### src/tlic_defines.svh
`ifndef TLIC_DEFINES_SVH
`define TLIC_DEFINES_SVH

// Register addresses
`define TLIC_ADDR_W 16
`define TLIC_DATA_W 8
`define TLIC_ADDR_IE 16'h0000
`define TLIC_ADDR_IP 16'h0001
`define TLIC_ADDR_TCTL 16'h0002
`define TLIC_ADDR_STATUS 16'h0003
`define TLIC_ADDR_MASK 16'h0004
`define TLIC_ADDR_IDLE 16'h0005
`define TLIC_ADDR_LEVEL 16'h0006
`define TLIC_ADDR_VECLO 16'h0007
`define TLIC_ADDR_CFG 16'h87ff

// Source count and field positions
`define TLIC_NSRC 6
`define TLIC_SRC_W 3
`define TLIC_SRC_EXT0 3'h0
`define TLIC_SRC_TMR0 3'h1
`define TLIC_SRC_EXT1 3'h2
`define TLIC_SRC_TMR1 3'h3
`define TLIC_SRC_SER 3'h4
`define TLIC_SRC_BLANK 3'h5
`define TLIC_IE_GLOBAL_BIT 7
`define TLIC_TCTL_SENSE0_BIT 0
`define TLIC_TCTL_SENSE1_BIT 1
`define TLIC_CFG_TEXT_BIT 0
`define TLIC_IDLE_BIT 0
`define TLIC_LEVEL_LOW_BIT 0
`define TLIC_LEVEL_HIGH_BIT 1
`define TLIC_LEVEL_REQ_BIT 2

// Vector addresses
`define TLIC_VEC_W 16
`define TLIC_VEC_EXT0 16'h0003
`define TLIC_VEC_TMR0 16'h000b
`define TLIC_VEC_EXT1 16'h0013
`define TLIC_VEC_TMR1 16'h001b
`define TLIC_VEC_SER 16'h002b
`define TLIC_VEC_BLANK 16'h0033

// Reset values
`define TLIC_RST_BYTE 8'h00
`define TLIC_RST_SRC 6'h00
`define TLIC_RST_VEC 16'h0000

`endif

### src/tlic_pkg.sv
`default_nettype none
`include "tlic_defines.svh"

package tlic_pkg;

    typedef enum logic [1:0] {
        TLIC_ST_IDLE = 2'b00,
        TLIC_ST_OFFER = 2'b01,
        TLIC_ST_ACKED = 2'b11
    } tlic_phase_t;

    typedef struct packed {
        logic sync1;
        logic sync2;
        logic prev;
        logic evt;
    } tlic_sense_t;

    typedef struct packed {
        logic prevH;
        logic prevV;
        logic evt;
    } tlic_blank_t;

    typedef struct packed {
        logic [`TLIC_DATA_W-1:0] ie;
        logic [`TLIC_NSRC-1:0] ip;
        logic sense0;
        logic sense1;
        logic textMode;
        logic idle;
        logic [`TLIC_NSRC-1:0] status;
        logic [`TLIC_NSRC-1:0] mask;
        logic [`TLIC_NSRC-1:0] pend;
        logic inSvcLow;
        logic inSvcHigh;
        tlic_phase_t phase;
        logic [`TLIC_SRC_W-1:0] src;
        logic [`TLIC_VEC_W-1:0] vec;
        logic [`TLIC_DATA_W-1:0] rdata;
    } tlic_state_t;

    typedef struct packed {
        logic [`TLIC_ADDR_W-1:0] addr;
        logic [`TLIC_DATA_W-1:0] wdata;
        logic wr;
        logic rd;
    } tlic_bus_t;

endpackage : tlic_pkg

`default_nettype wire

### src/tlic_top.sv
// What this block does
// - Six sources, each enabled, two levels
// - Display blanking start raises busy request
// - Text mode: each active line's horizontal blanking
// - Vertical mode: once per field, vertical blanking
// - Per-source enable bit blocks or allows
// - Global enable bit seven blocks all requests; status and irqLine unaffected
// - Priority bit sets level; high preempts low
// - Nothing preempts a high-level routine
// - Simultaneous: high level served first
// - Equal level: fixed polling order
// - Vectors 0003, 000B, 0013 by hardware call
// - Vectors 001B, 002B, 0033 for rest
// - Sense bit zero: pin low requests
// - Sense one: pin0 falling, pin1 both edges
// - Enabled request clears idle bit
`timescale 1ns/100ps
`default_nettype none
`include "tlic_defines.svh"

module tlic_top
    import tlic_pkg::*;
(
    // Clock and reset
    input wire logic clk,
    input wire logic rst,
    // Register port
    input wire logic [`TLIC_ADDR_W-1:0] regAddr,
    input wire logic [`TLIC_DATA_W-1:0] regWdata,
    input wire logic regWr,
    input wire logic regRd,
    output logic [`TLIC_DATA_W-1:0] regRdata,
    // External pins
    input wire logic extPin0,
    input wire logic extPin1,
    // On-chip sources
    input wire logic tmrOvf0,
    input wire logic tmrOvf1,
    input wire logic serialBusEvt,
    input wire logic hBlank,
    input wire logic vBlank,
    input wire logic lineActive,
    // Core handshake
    output logic irqReq,
    output logic [`TLIC_VEC_W-1:0] irqVector,
    input wire logic irqAck,
    input wire logic irqReturn,
    // Power and event line
    output logic idleMode,
    output logic irqLine
);

    tlic_state_t stateFf;
    tlic_state_t nxt_state;
    tlic_bus_t bus;

    logic ext0Level;
    logic ext0Edge;
    logic ext1Level;
    logic ext1Edge;
    logic blankEvt;

    // Lowest index wins within a level
    function automatic logic [`TLIC_SRC_W-1:0] pickFirst(input logic [`TLIC_NSRC-1:0] req);
        logic [`TLIC_SRC_W-1:0] idx;
        idx = '0;
        for (int i = `TLIC_NSRC - 1; i >= 0; i--) begin
            if (req[i]) begin
                idx = i[`TLIC_SRC_W-1:0];
            end
        end
        return idx;
    endfunction : pickFirst

    function automatic logic [`TLIC_VEC_W-1:0] vecOf(input logic [`TLIC_SRC_W-1:0] src);
        logic [`TLIC_VEC_W-1:0] v;
        case (src)
            `TLIC_SRC_EXT0: v = `TLIC_VEC_EXT0;
            `TLIC_SRC_TMR0: v = `TLIC_VEC_TMR0;
            `TLIC_SRC_EXT1: v = `TLIC_VEC_EXT1;
            `TLIC_SRC_TMR1: v = `TLIC_VEC_TMR1;
            `TLIC_SRC_SER: v = `TLIC_VEC_SER;
            `TLIC_SRC_BLANK: v = `TLIC_VEC_BLANK;
            default: v = `TLIC_RST_VEC;
        endcase
        return v;
    endfunction : vecOf

    function automatic logic [`TLIC_DATA_W-1:0] pad8(input logic [`TLIC_NSRC-1:0] val);
        return {{(`TLIC_DATA_W - `TLIC_NSRC){1'b0}}, val};
    endfunction : pad8

    tlic_ext_sense #(
        .BOTH_EDGES(1'b0)
    ) u_ext0 (
        .clk(clk),
        .rst(rst),
        .pinAsync(extPin0),
        .senseEdge(stateFf.sense0),
        .levelReq(ext0Level),
        .edgeEvt(ext0Edge)
    );

    tlic_ext_sense #(
        .BOTH_EDGES(1'b1)
    ) u_ext1 (
        .clk(clk),
        .rst(rst),
        .pinAsync(extPin1),
        .senseEdge(stateFf.sense1),
        .levelReq(ext1Level),
        .edgeEvt(ext1Edge)
    );

    tlic_blank_det u_blank (
        .clk(clk),
        .rst(rst),
        .hBlank(hBlank),
        .vBlank(vBlank),
        .lineActive(lineActive),
        .textMode(stateFf.textMode),
        .blankEvt(blankEvt)
    );

    assign bus = '{addr: regAddr, wdata: regWdata, wr: regWr, rd: regRd};

    always_comb begin
        logic [`TLIC_NSRC-1:0] evtSet;
        logic [`TLIC_NSRC-1:0] pendClr;
        logic [`TLIC_NSRC-1:0] rawReq;
        logic [`TLIC_NSRC-1:0] enabled;
        logic [`TLIC_NSRC-1:0] hiReq;
        logic [`TLIC_NSRC-1:0] loReq;
        logic [`TLIC_NSRC-1:0] w1c;
        logic ackTaken;
        logic ackLevel;
        evtSet = '0;
        pendClr = '0;
        rawReq = '0;
        enabled = '0;
        hiReq = '0;
        loReq = '0;
        w1c = '0;
        ackTaken = 1'b0;
        ackLevel = 1'b0;
        nxt_state = stateFf;
        nxt_state.rdata = `TLIC_RST_BYTE;

        // Event capture: edge events and on-chip pulses latch as pending
        evtSet[`TLIC_SRC_EXT0] = ext0Edge;
        evtSet[`TLIC_SRC_TMR0] = tmrOvf0;
        evtSet[`TLIC_SRC_EXT1] = ext1Edge;
        evtSet[`TLIC_SRC_TMR1] = tmrOvf1;
        evtSet[`TLIC_SRC_SER] = serialBusEvt;
        evtSet[`TLIC_SRC_BLANK] = blankEvt;

        // Core takes the offered vector
        ackTaken = (stateFf.phase == TLIC_ST_OFFER) && irqAck;
        if (ackTaken) begin
            pendClr[stateFf.src] = 1'b1;
            ackLevel = stateFf.ip[stateFf.src];
            if (ackLevel) begin
                nxt_state.inSvcHigh = 1'b1;
            end else begin
                nxt_state.inSvcLow = 1'b1;
            end
        end

        // Return unwinds the innermost active level
        if (irqReturn) begin
            if (stateFf.inSvcHigh) begin
                nxt_state.inSvcHigh = 1'b0;
            end else begin
                nxt_state.inSvcLow = 1'b0;
            end
        end

        // A new event beats the acknowledge clear
        nxt_state.pend = (stateFf.pend & ~pendClr) | evtSet;

        // Level mode pins request while low, with nothing latched
        rawReq = nxt_state.pend;
        rawReq[`TLIC_SRC_EXT0] = stateFf.sense0 ? nxt_state.pend[`TLIC_SRC_EXT0] : ext0Level;
        rawReq[`TLIC_SRC_EXT1] = stateFf.sense1 ? nxt_state.pend[`TLIC_SRC_EXT1] : ext1Level;

        enabled = rawReq & stateFf.ie[`TLIC_NSRC-1:0] & {`TLIC_NSRC{stateFf.ie[`TLIC_IE_GLOBAL_BIT]}};
        hiReq = enabled & stateFf.ip;
        loReq = enabled & ~stateFf.ip;

        // Enabled request wakes the core
        if (|enabled) begin
            nxt_state.idle = 1'b0;
        end

        // Arbitration
        case (stateFf.phase)
            TLIC_ST_IDLE, TLIC_ST_OFFER: begin
                if (ackTaken) begin
                    nxt_state.phase = TLIC_ST_ACKED;
                end else if (|hiReq && !nxt_state.inSvcHigh) begin
                    nxt_state.phase = TLIC_ST_OFFER;
                    nxt_state.src = pickFirst(hiReq);
                    nxt_state.vec = vecOf(pickFirst(hiReq));
                end else if (|loReq && !nxt_state.inSvcHigh && !nxt_state.inSvcLow) begin
                    nxt_state.phase = TLIC_ST_OFFER;
                    nxt_state.src = pickFirst(loReq);
                    nxt_state.vec = vecOf(pickFirst(loReq));
                end else begin
                    nxt_state.phase = TLIC_ST_IDLE;
                end
            end
            TLIC_ST_ACKED: begin
                // Two quiet cycles (ACKED, then IDLE) let the routine start before a new offer
                nxt_state.phase = TLIC_ST_IDLE;
            end
            default: begin
                nxt_state.phase = TLIC_ST_IDLE;
            end
        endcase

        // Register writes
        if (bus.wr) begin
            case (bus.addr)
                `TLIC_ADDR_IE: begin
                    nxt_state.ie = bus.wdata;
                end
                `TLIC_ADDR_IP: begin
                    nxt_state.ip = bus.wdata[`TLIC_NSRC-1:0];
                end
                `TLIC_ADDR_TCTL: begin
                    nxt_state.sense0 = bus.wdata[`TLIC_TCTL_SENSE0_BIT];
                    nxt_state.sense1 = bus.wdata[`TLIC_TCTL_SENSE1_BIT];
                end
                `TLIC_ADDR_STATUS: begin
                    w1c = bus.wdata[`TLIC_NSRC-1:0];
                end
                `TLIC_ADDR_MASK: begin
                    nxt_state.mask = bus.wdata[`TLIC_NSRC-1:0];
                end
                `TLIC_ADDR_IDLE: begin
                    // Hardware wake has priority over software entering idle
                    nxt_state.idle = bus.wdata[`TLIC_IDLE_BIT] && !(|enabled);
                end
                `TLIC_ADDR_CFG: begin
                    nxt_state.textMode = bus.wdata[`TLIC_CFG_TEXT_BIT];
                end
                default: begin
                end
            endcase
        end

        // Sticky status: set wins over write-one-to-clear
        nxt_state.status = (stateFf.status & ~w1c) | evtSet;

        // Register reads, data valid the following cycle only
        if (bus.rd) begin
            case (bus.addr)
                `TLIC_ADDR_IE: begin
                    nxt_state.rdata = stateFf.ie;
                end
                `TLIC_ADDR_IP: begin
                    nxt_state.rdata = pad8(stateFf.ip);
                end
                `TLIC_ADDR_TCTL: begin
                    nxt_state.rdata[`TLIC_TCTL_SENSE0_BIT] = stateFf.sense0;
                    nxt_state.rdata[`TLIC_TCTL_SENSE1_BIT] = stateFf.sense1;
                end
                `TLIC_ADDR_STATUS: begin
                    nxt_state.rdata = pad8(stateFf.status);
                end
                `TLIC_ADDR_MASK: begin
                    nxt_state.rdata = pad8(stateFf.mask);
                end
                `TLIC_ADDR_IDLE: begin
                    nxt_state.rdata[`TLIC_IDLE_BIT] = stateFf.idle;
                end
                `TLIC_ADDR_LEVEL: begin
                    nxt_state.rdata[`TLIC_LEVEL_LOW_BIT] = stateFf.inSvcLow;
                    nxt_state.rdata[`TLIC_LEVEL_HIGH_BIT] = stateFf.inSvcHigh;
                    nxt_state.rdata[`TLIC_LEVEL_REQ_BIT] = stateFf.phase == TLIC_ST_OFFER;
                end
                `TLIC_ADDR_VECLO: begin
                    nxt_state.rdata = stateFf.vec[`TLIC_DATA_W-1:0];
                end
                `TLIC_ADDR_CFG: begin
                    nxt_state.rdata[`TLIC_CFG_TEXT_BIT] = stateFf.textMode;
                end
                default: begin
                    nxt_state.rdata = `TLIC_RST_BYTE;
                end
            endcase
        end
    end

    always_ff @(posedge clk or posedge rst) begin
        if (rst) begin
            stateFf <= '{
                ie: `TLIC_RST_BYTE,
                ip: `TLIC_RST_SRC,
                sense0: 1'b0,
                sense1: 1'b0,
                textMode: 1'b0,
                idle: 1'b0,
                status: `TLIC_RST_SRC,
                mask: `TLIC_RST_SRC,
                pend: `TLIC_RST_SRC,
                inSvcLow: 1'b0,
                inSvcHigh: 1'b0,
                phase: TLIC_ST_IDLE,
                src: '0,
                vec: `TLIC_RST_VEC,
                rdata: `TLIC_RST_BYTE
            };
        end else begin
            stateFf <= nxt_state;
        end
    end

    assign regRdata = stateFf.rdata;
    assign irqReq = stateFf.phase == TLIC_ST_OFFER;
    assign irqVector = stateFf.vec;
    assign idleMode = stateFf.idle;
    assign irqLine = |(stateFf.status & stateFf.mask);

endmodule : tlic_top

`default_nettype wire

### src/tlic_ext_sense.sv
`timescale 1ns/100ps
`default_nettype none

module tlic_ext_sense
    import tlic_pkg::*;
#(
    parameter bit BOTH_EDGES = 1'b0
) (
    // Clock and reset
    input wire logic clk,
    input wire logic rst,
    // Pin and mode
    input wire logic pinAsync,
    input wire logic senseEdge,
    // Requests
    output logic levelReq,
    output logic edgeEvt
);

    tlic_sense_t stateFf;
    tlic_sense_t nxt_state;

    always_comb begin
        nxt_state = stateFf;
        nxt_state.sync1 = pinAsync;
        nxt_state.sync2 = stateFf.sync1;
        nxt_state.prev = stateFf.sync2;
        // Falling edge on either pin in edge mode; rising edge too on the two-edge pin
        nxt_state.evt = senseEdge && ((stateFf.prev && !stateFf.sync2) ||
                        (BOTH_EDGES && !stateFf.prev && stateFf.sync2));
    end

    always_ff @(posedge clk or posedge rst) begin
        if (rst) begin
            stateFf <= '{sync1: 1'b1, sync2: 1'b1, prev: 1'b1, evt: 1'b0};
        end else begin
            stateFf <= nxt_state;
        end
    end

    assign levelReq = !senseEdge && !stateFf.sync2;
    assign edgeEvt = stateFf.evt;

endmodule : tlic_ext_sense

`default_nettype wire

### src/tlic_blank_det.sv
`timescale 1ns/100ps
`default_nettype none

module tlic_blank_det
    import tlic_pkg::*;
(
    // Clock and reset
    input wire logic clk,
    input wire logic rst,
    // Display timing
    input wire logic hBlank,
    input wire logic vBlank,
    input wire logic lineActive,
    input wire logic textMode,
    // Event
    output logic blankEvt
);

    tlic_blank_t stateFf;
    tlic_blank_t nxt_state;

    always_comb begin
        nxt_state = stateFf;
        nxt_state.prevH = hBlank;
        nxt_state.prevV = vBlank;
        if (textMode) begin
            nxt_state.evt = hBlank && !stateFf.prevH && lineActive;
        end else begin
            nxt_state.evt = vBlank && !stateFf.prevV;
        end
    end

    always_ff @(posedge clk or posedge rst) begin
        if (rst) begin
            stateFf <= '0;
        end else begin
            stateFf <= nxt_state;
        end
    end

    assign blankEvt = stateFf.evt;

endmodule : tlic_blank_det

`default_nettype wire

### config.mk
export PLATFORM = sky130hd
export DESIGN_NAME = tlic_top
export DESIGN_NICKNAME = d
export VERILOG_FILES = /design/src/tlic_pkg.sv /design/src/tlic_top.sv /design/src/tlic_ext_sense.sv /design/src/tlic_blank_det.sv
export VERILOG_INCLUDE_DIRS = /design/src
export SDC_FILE = /design/constraint.sdc
export NUM_CORES = 1
export LEC_CHECK = 0
export ABC_AREA = 1
export BUFFER_PORTS_ARGS = -buffer_cell sky130_fd_sc_hd__buf_2
export CORE_ASPECT_RATIO = 0.6
export CORE_MARGIN = 5
export CORE_UTILIZATION = 55
export DETAILED_ROUTE_END_ITERATION = 12
export PLACE_DENSITY = 0.79
export SLEW_MARGIN = 20
export SYNTH_ARGS = -nofsm -noshare
export SYNTH_HDL_FRONTEND = slang
export SYNTH_SLANG_ARGS = --single-unit
### constraint.sdc
create_clock -name clk -period 2.05 [get_ports clk]
set_input_delay 0.205 -clock clk [delete_from_list [all_inputs] [get_ports clk]]
set_output_delay 0.205 -clock clk [all_outputs]
set_load 0.05 [all_outputs]
==> flow_summary.yaml <==
timing:
  fin_hold_ws_ps: 69.9
  hold_violations: 0
  fmax_mhz: 469
  relSlewSlack_pct: 65.7
  maxSlewViolCount: 0
  fin_crit_ps: 2130
  rsz0062_at_grt: "true"
  finalCritPeriodShare_pct: 104
  worst_slack_ps: -81.5
  setup_viol: 7
  finClkSkew_ps: 8.85
  worst_pin_slew_ps: 514
route:
  drtIter0Drc: 373
  vias_per_cell: 5.58
  drc: 0
  drtPass1Iterations: 5
  vias: 3404
  wl_um: 9990
  route.antenna.remaining_nets: 0
  wl_per_cell_um: 16.4
clock_network:
  cts_num_sinks: 66
  clockBufferDepth: 2
  cts_tree: "done"
  cts.clk_slew.worst_paths_ps: 70
  htree_levels: 3
  clk_latency_ps: 350
  cts_buffers: 9
  cts_root_buffer: "clkbuf_8"
power_and_ir_drop:
  cellPowerDensity_nw_per_um2: 627
  peakVddDrop_v: 0.000576
  p_total_mw: 2.73
  p_leak_nw: 2.16
worst_hold_path:
  whs_endpoint: "stateFf[47]"
  hold_path_class: "in -> reg"
  holdPathStages: 3
  hp-start: "serialBusEvt"
synth:
  synthCells: 448
  yosys-top-cells-count: "nand2_1 (117), inv_1 (65), dfrtp_1 (60)"
  syn_area_sq_um: 3510
  ys_async_sr_fraction_pct: 100
  synth_ff_type: "dfrtp_1"
  yosysTopAreaCell: "dfrtp_1"
  ys_seq_area_share_pct: 47.3
  yosysMostFrequentCell: "nand2_1"
  synth.distinct_cells: 38
  yosys_warnings: 0
  synth.avg_cell_area_sq_um: 7.83
  synth_edf_count: 0
  yosys-top-cells-area: "dfrtp_1 (43%), nand2_1 (13%), inv_1 (7.0%), buf_4 (5.3%), o21ai_0 (4.7%)"
  synth_seq_cells: 66
  yosysTopAreaCellShare_pct: 42.8
placement:
  placed_cells: 574
  port_buffers: 53
  dp_hpwl_um: 7150
  place_area_sq_um: 3780
  place_ws_ps: -105
  place.gp.congestion: 0.933
finish:
  syn_to_final_growth_pct: 24.2
  drive_gt1_share_pct: 30.4
  multi_input_area_sq_um: 1600
  final_area_sq_um: 4360
  fin_nets: 559
  nFillCells: 512
  diodes: 0
  layoutNonFillerInstCount: 610
  seq_area_sq_um: 1660
setup_path:
  worst-r2r-cell-count: 14
  cp.arrival_ps: 2410
  critical_path.max_fanout: 7
  critPathRequiredTime_ps: 2330
  critical_path_class: "reg -> reg"
  cp-start-kind: "register"
  endpoint_kind: "register"
  r2r_slack_ps: -80
  r2r-start: "stateFf[28]"
  reg2reg_to: "stateFf[24]"
outcome:
  status: "complete, but fails checks"
  violations: "setup timing"
global_routing:
  grt_usage_pct: 24.7
  overflow: 0
  grt_pass1_vias: 3044
  grt_max_degree: 67
  antenna_found_initial: 0
  grt_pass1_wl_um: 15500
floorplan:
  initial_core_util_pct: 56.9
  dieArea_sq_um: 8130
  fp.dieH_um: 71.9
  io_pins: 65
  core_region_area_sq_um: 6170
  placementRows: 22
  die_w_um: 113
job:
  drv_cap: 0
through the flow:
| stage | util (%) | TNS, ps |
|---|---|---|
| 2_1_floorplan | - | 0 |
| 3_3_place_gp | 61.3 | -92.8 |
| 3_5_place_dp | 61.3 | -374 |
| 4_1_cts | 66.9 | 0 |
| 5_1_grt | 70.7 | -1080 |
| 6_report | 70.7 | -451 |
registers in the layout (all words and copies together), names as in the netlist:
| signal | cells |
|---|---|
| regRdata | 8 |
| idleMode | 1 |
| irqVector | 4 |
| u_ext1.nxt_state | 2 |
| u_ext1.stateFf | 1 |
| u_blank.blankEvt | 1 |
| u_blank.stateFf | 2 |
| u_ext0.stateFf | 1 |
| u_ext0.nxt_state | 2 |
| stateFf | 42 |
| u_ext0.edgeEvt | 1 |
| u_ext1.edgeEvt | 1 |
worst max-delay path: stages, from the launching register on:
cell	delay, ps
dfrtp_1	380
inv_2	100
nand3_4	180
o21ai_4	210
nand3_2	120
nand3b_1	190
nand2_2	100
nor2_2	130
nand2_2	80
nand3_2	80
nand2_2	70
nand3_4	150
buf_8	160
nand2_4	50
o21ai_2	50
where the power goes:
part	internal [mW]	switching [mW]	leakage [nW]	total [mW]
Sequential	1.32	0.00605	0.811	1.32
Combinational	0.0469	0.120	1.24	0.167
Clock	0.719	0.523	0.112	1.24
Total	2.08	0.649	2.16	2.73
layer usage:
layer,vias to the layer above,share of wire [%],track usage [%]
met1,1599,43,37.1
met5,-,0,0
met4,0,1.6,6.00
li1,1553,-,-
met3,29,12,8.10
met2,223,43,34.4
cell type report:
class / instances / area share (%)
sequential: 66 / 38.1
multi-input combinational: 294 / 36.6
timing repair buffer: 81 / 11.7
inverter: 69 / 5.94
clock buffer: 10 / 3.16
tap: 84 / 2.41
clock inverter: 6 / 2.07
how the worst max path moves through the flow:
stage                     start      endpoint  slack, ps  depth (start not counted)
finish              stateFf[28]   stateFf[24]        -80                         14
detailed placement  stateFf[25]  irqVector[4]       -100                         16
floorplan                   rst      idleMode        200                          1
global route        stateFf[26]   stateFf[24]       -170                         14
CTS                 stateFf[26]   stateFf[24]        0.9                         12
global placement    stateFf[25]  irqVector[4]        -50                         16
kinds of logic (layout without fill, tap and decap cells):
logic type             after synthesis  after routing  synth area share, %
XOR/XNOR                             1              1                0.250
other                                1             11                0.107
flip-flops                          66             66                 47.3
AND/OR/NAND/NOR                    207            207                 26.6
AO/OA/AOI/OAI                       75             75                 12.4
buffers and inverters               98            166                 13.4
timing repair:
action / in CTS / in global routing
hold endpoints to repair: 64 / 0
setup endpoints to repair: 7 / 7
cloned: 0 / 0
hold buffers: 5 / 0
pin swaps: 2 / 17
gates resized for setup: 9 / 44
setup buffers: 5 / 10
cells in the final DEF (no fill, tap or decap), types with 5 or more instances in the layout:
cell type and n:
buf_2 53, buf_4 20, o21ai_2 8, conb_1 11, nand2_2 19, nand3_2 9, dfrtp_1 59, dlygate4sd3_1 5
inv_2 7, nand4_1 7, clkbuf_8 10, o21ai_0 31, nor2_1 27, nand2_1 103, dfstp_2 6, nand3_1 21
inv_1 62, a21oi_1 7, o22ai_1 6
No activity file was read; power rests on OpenSTA's default activity.
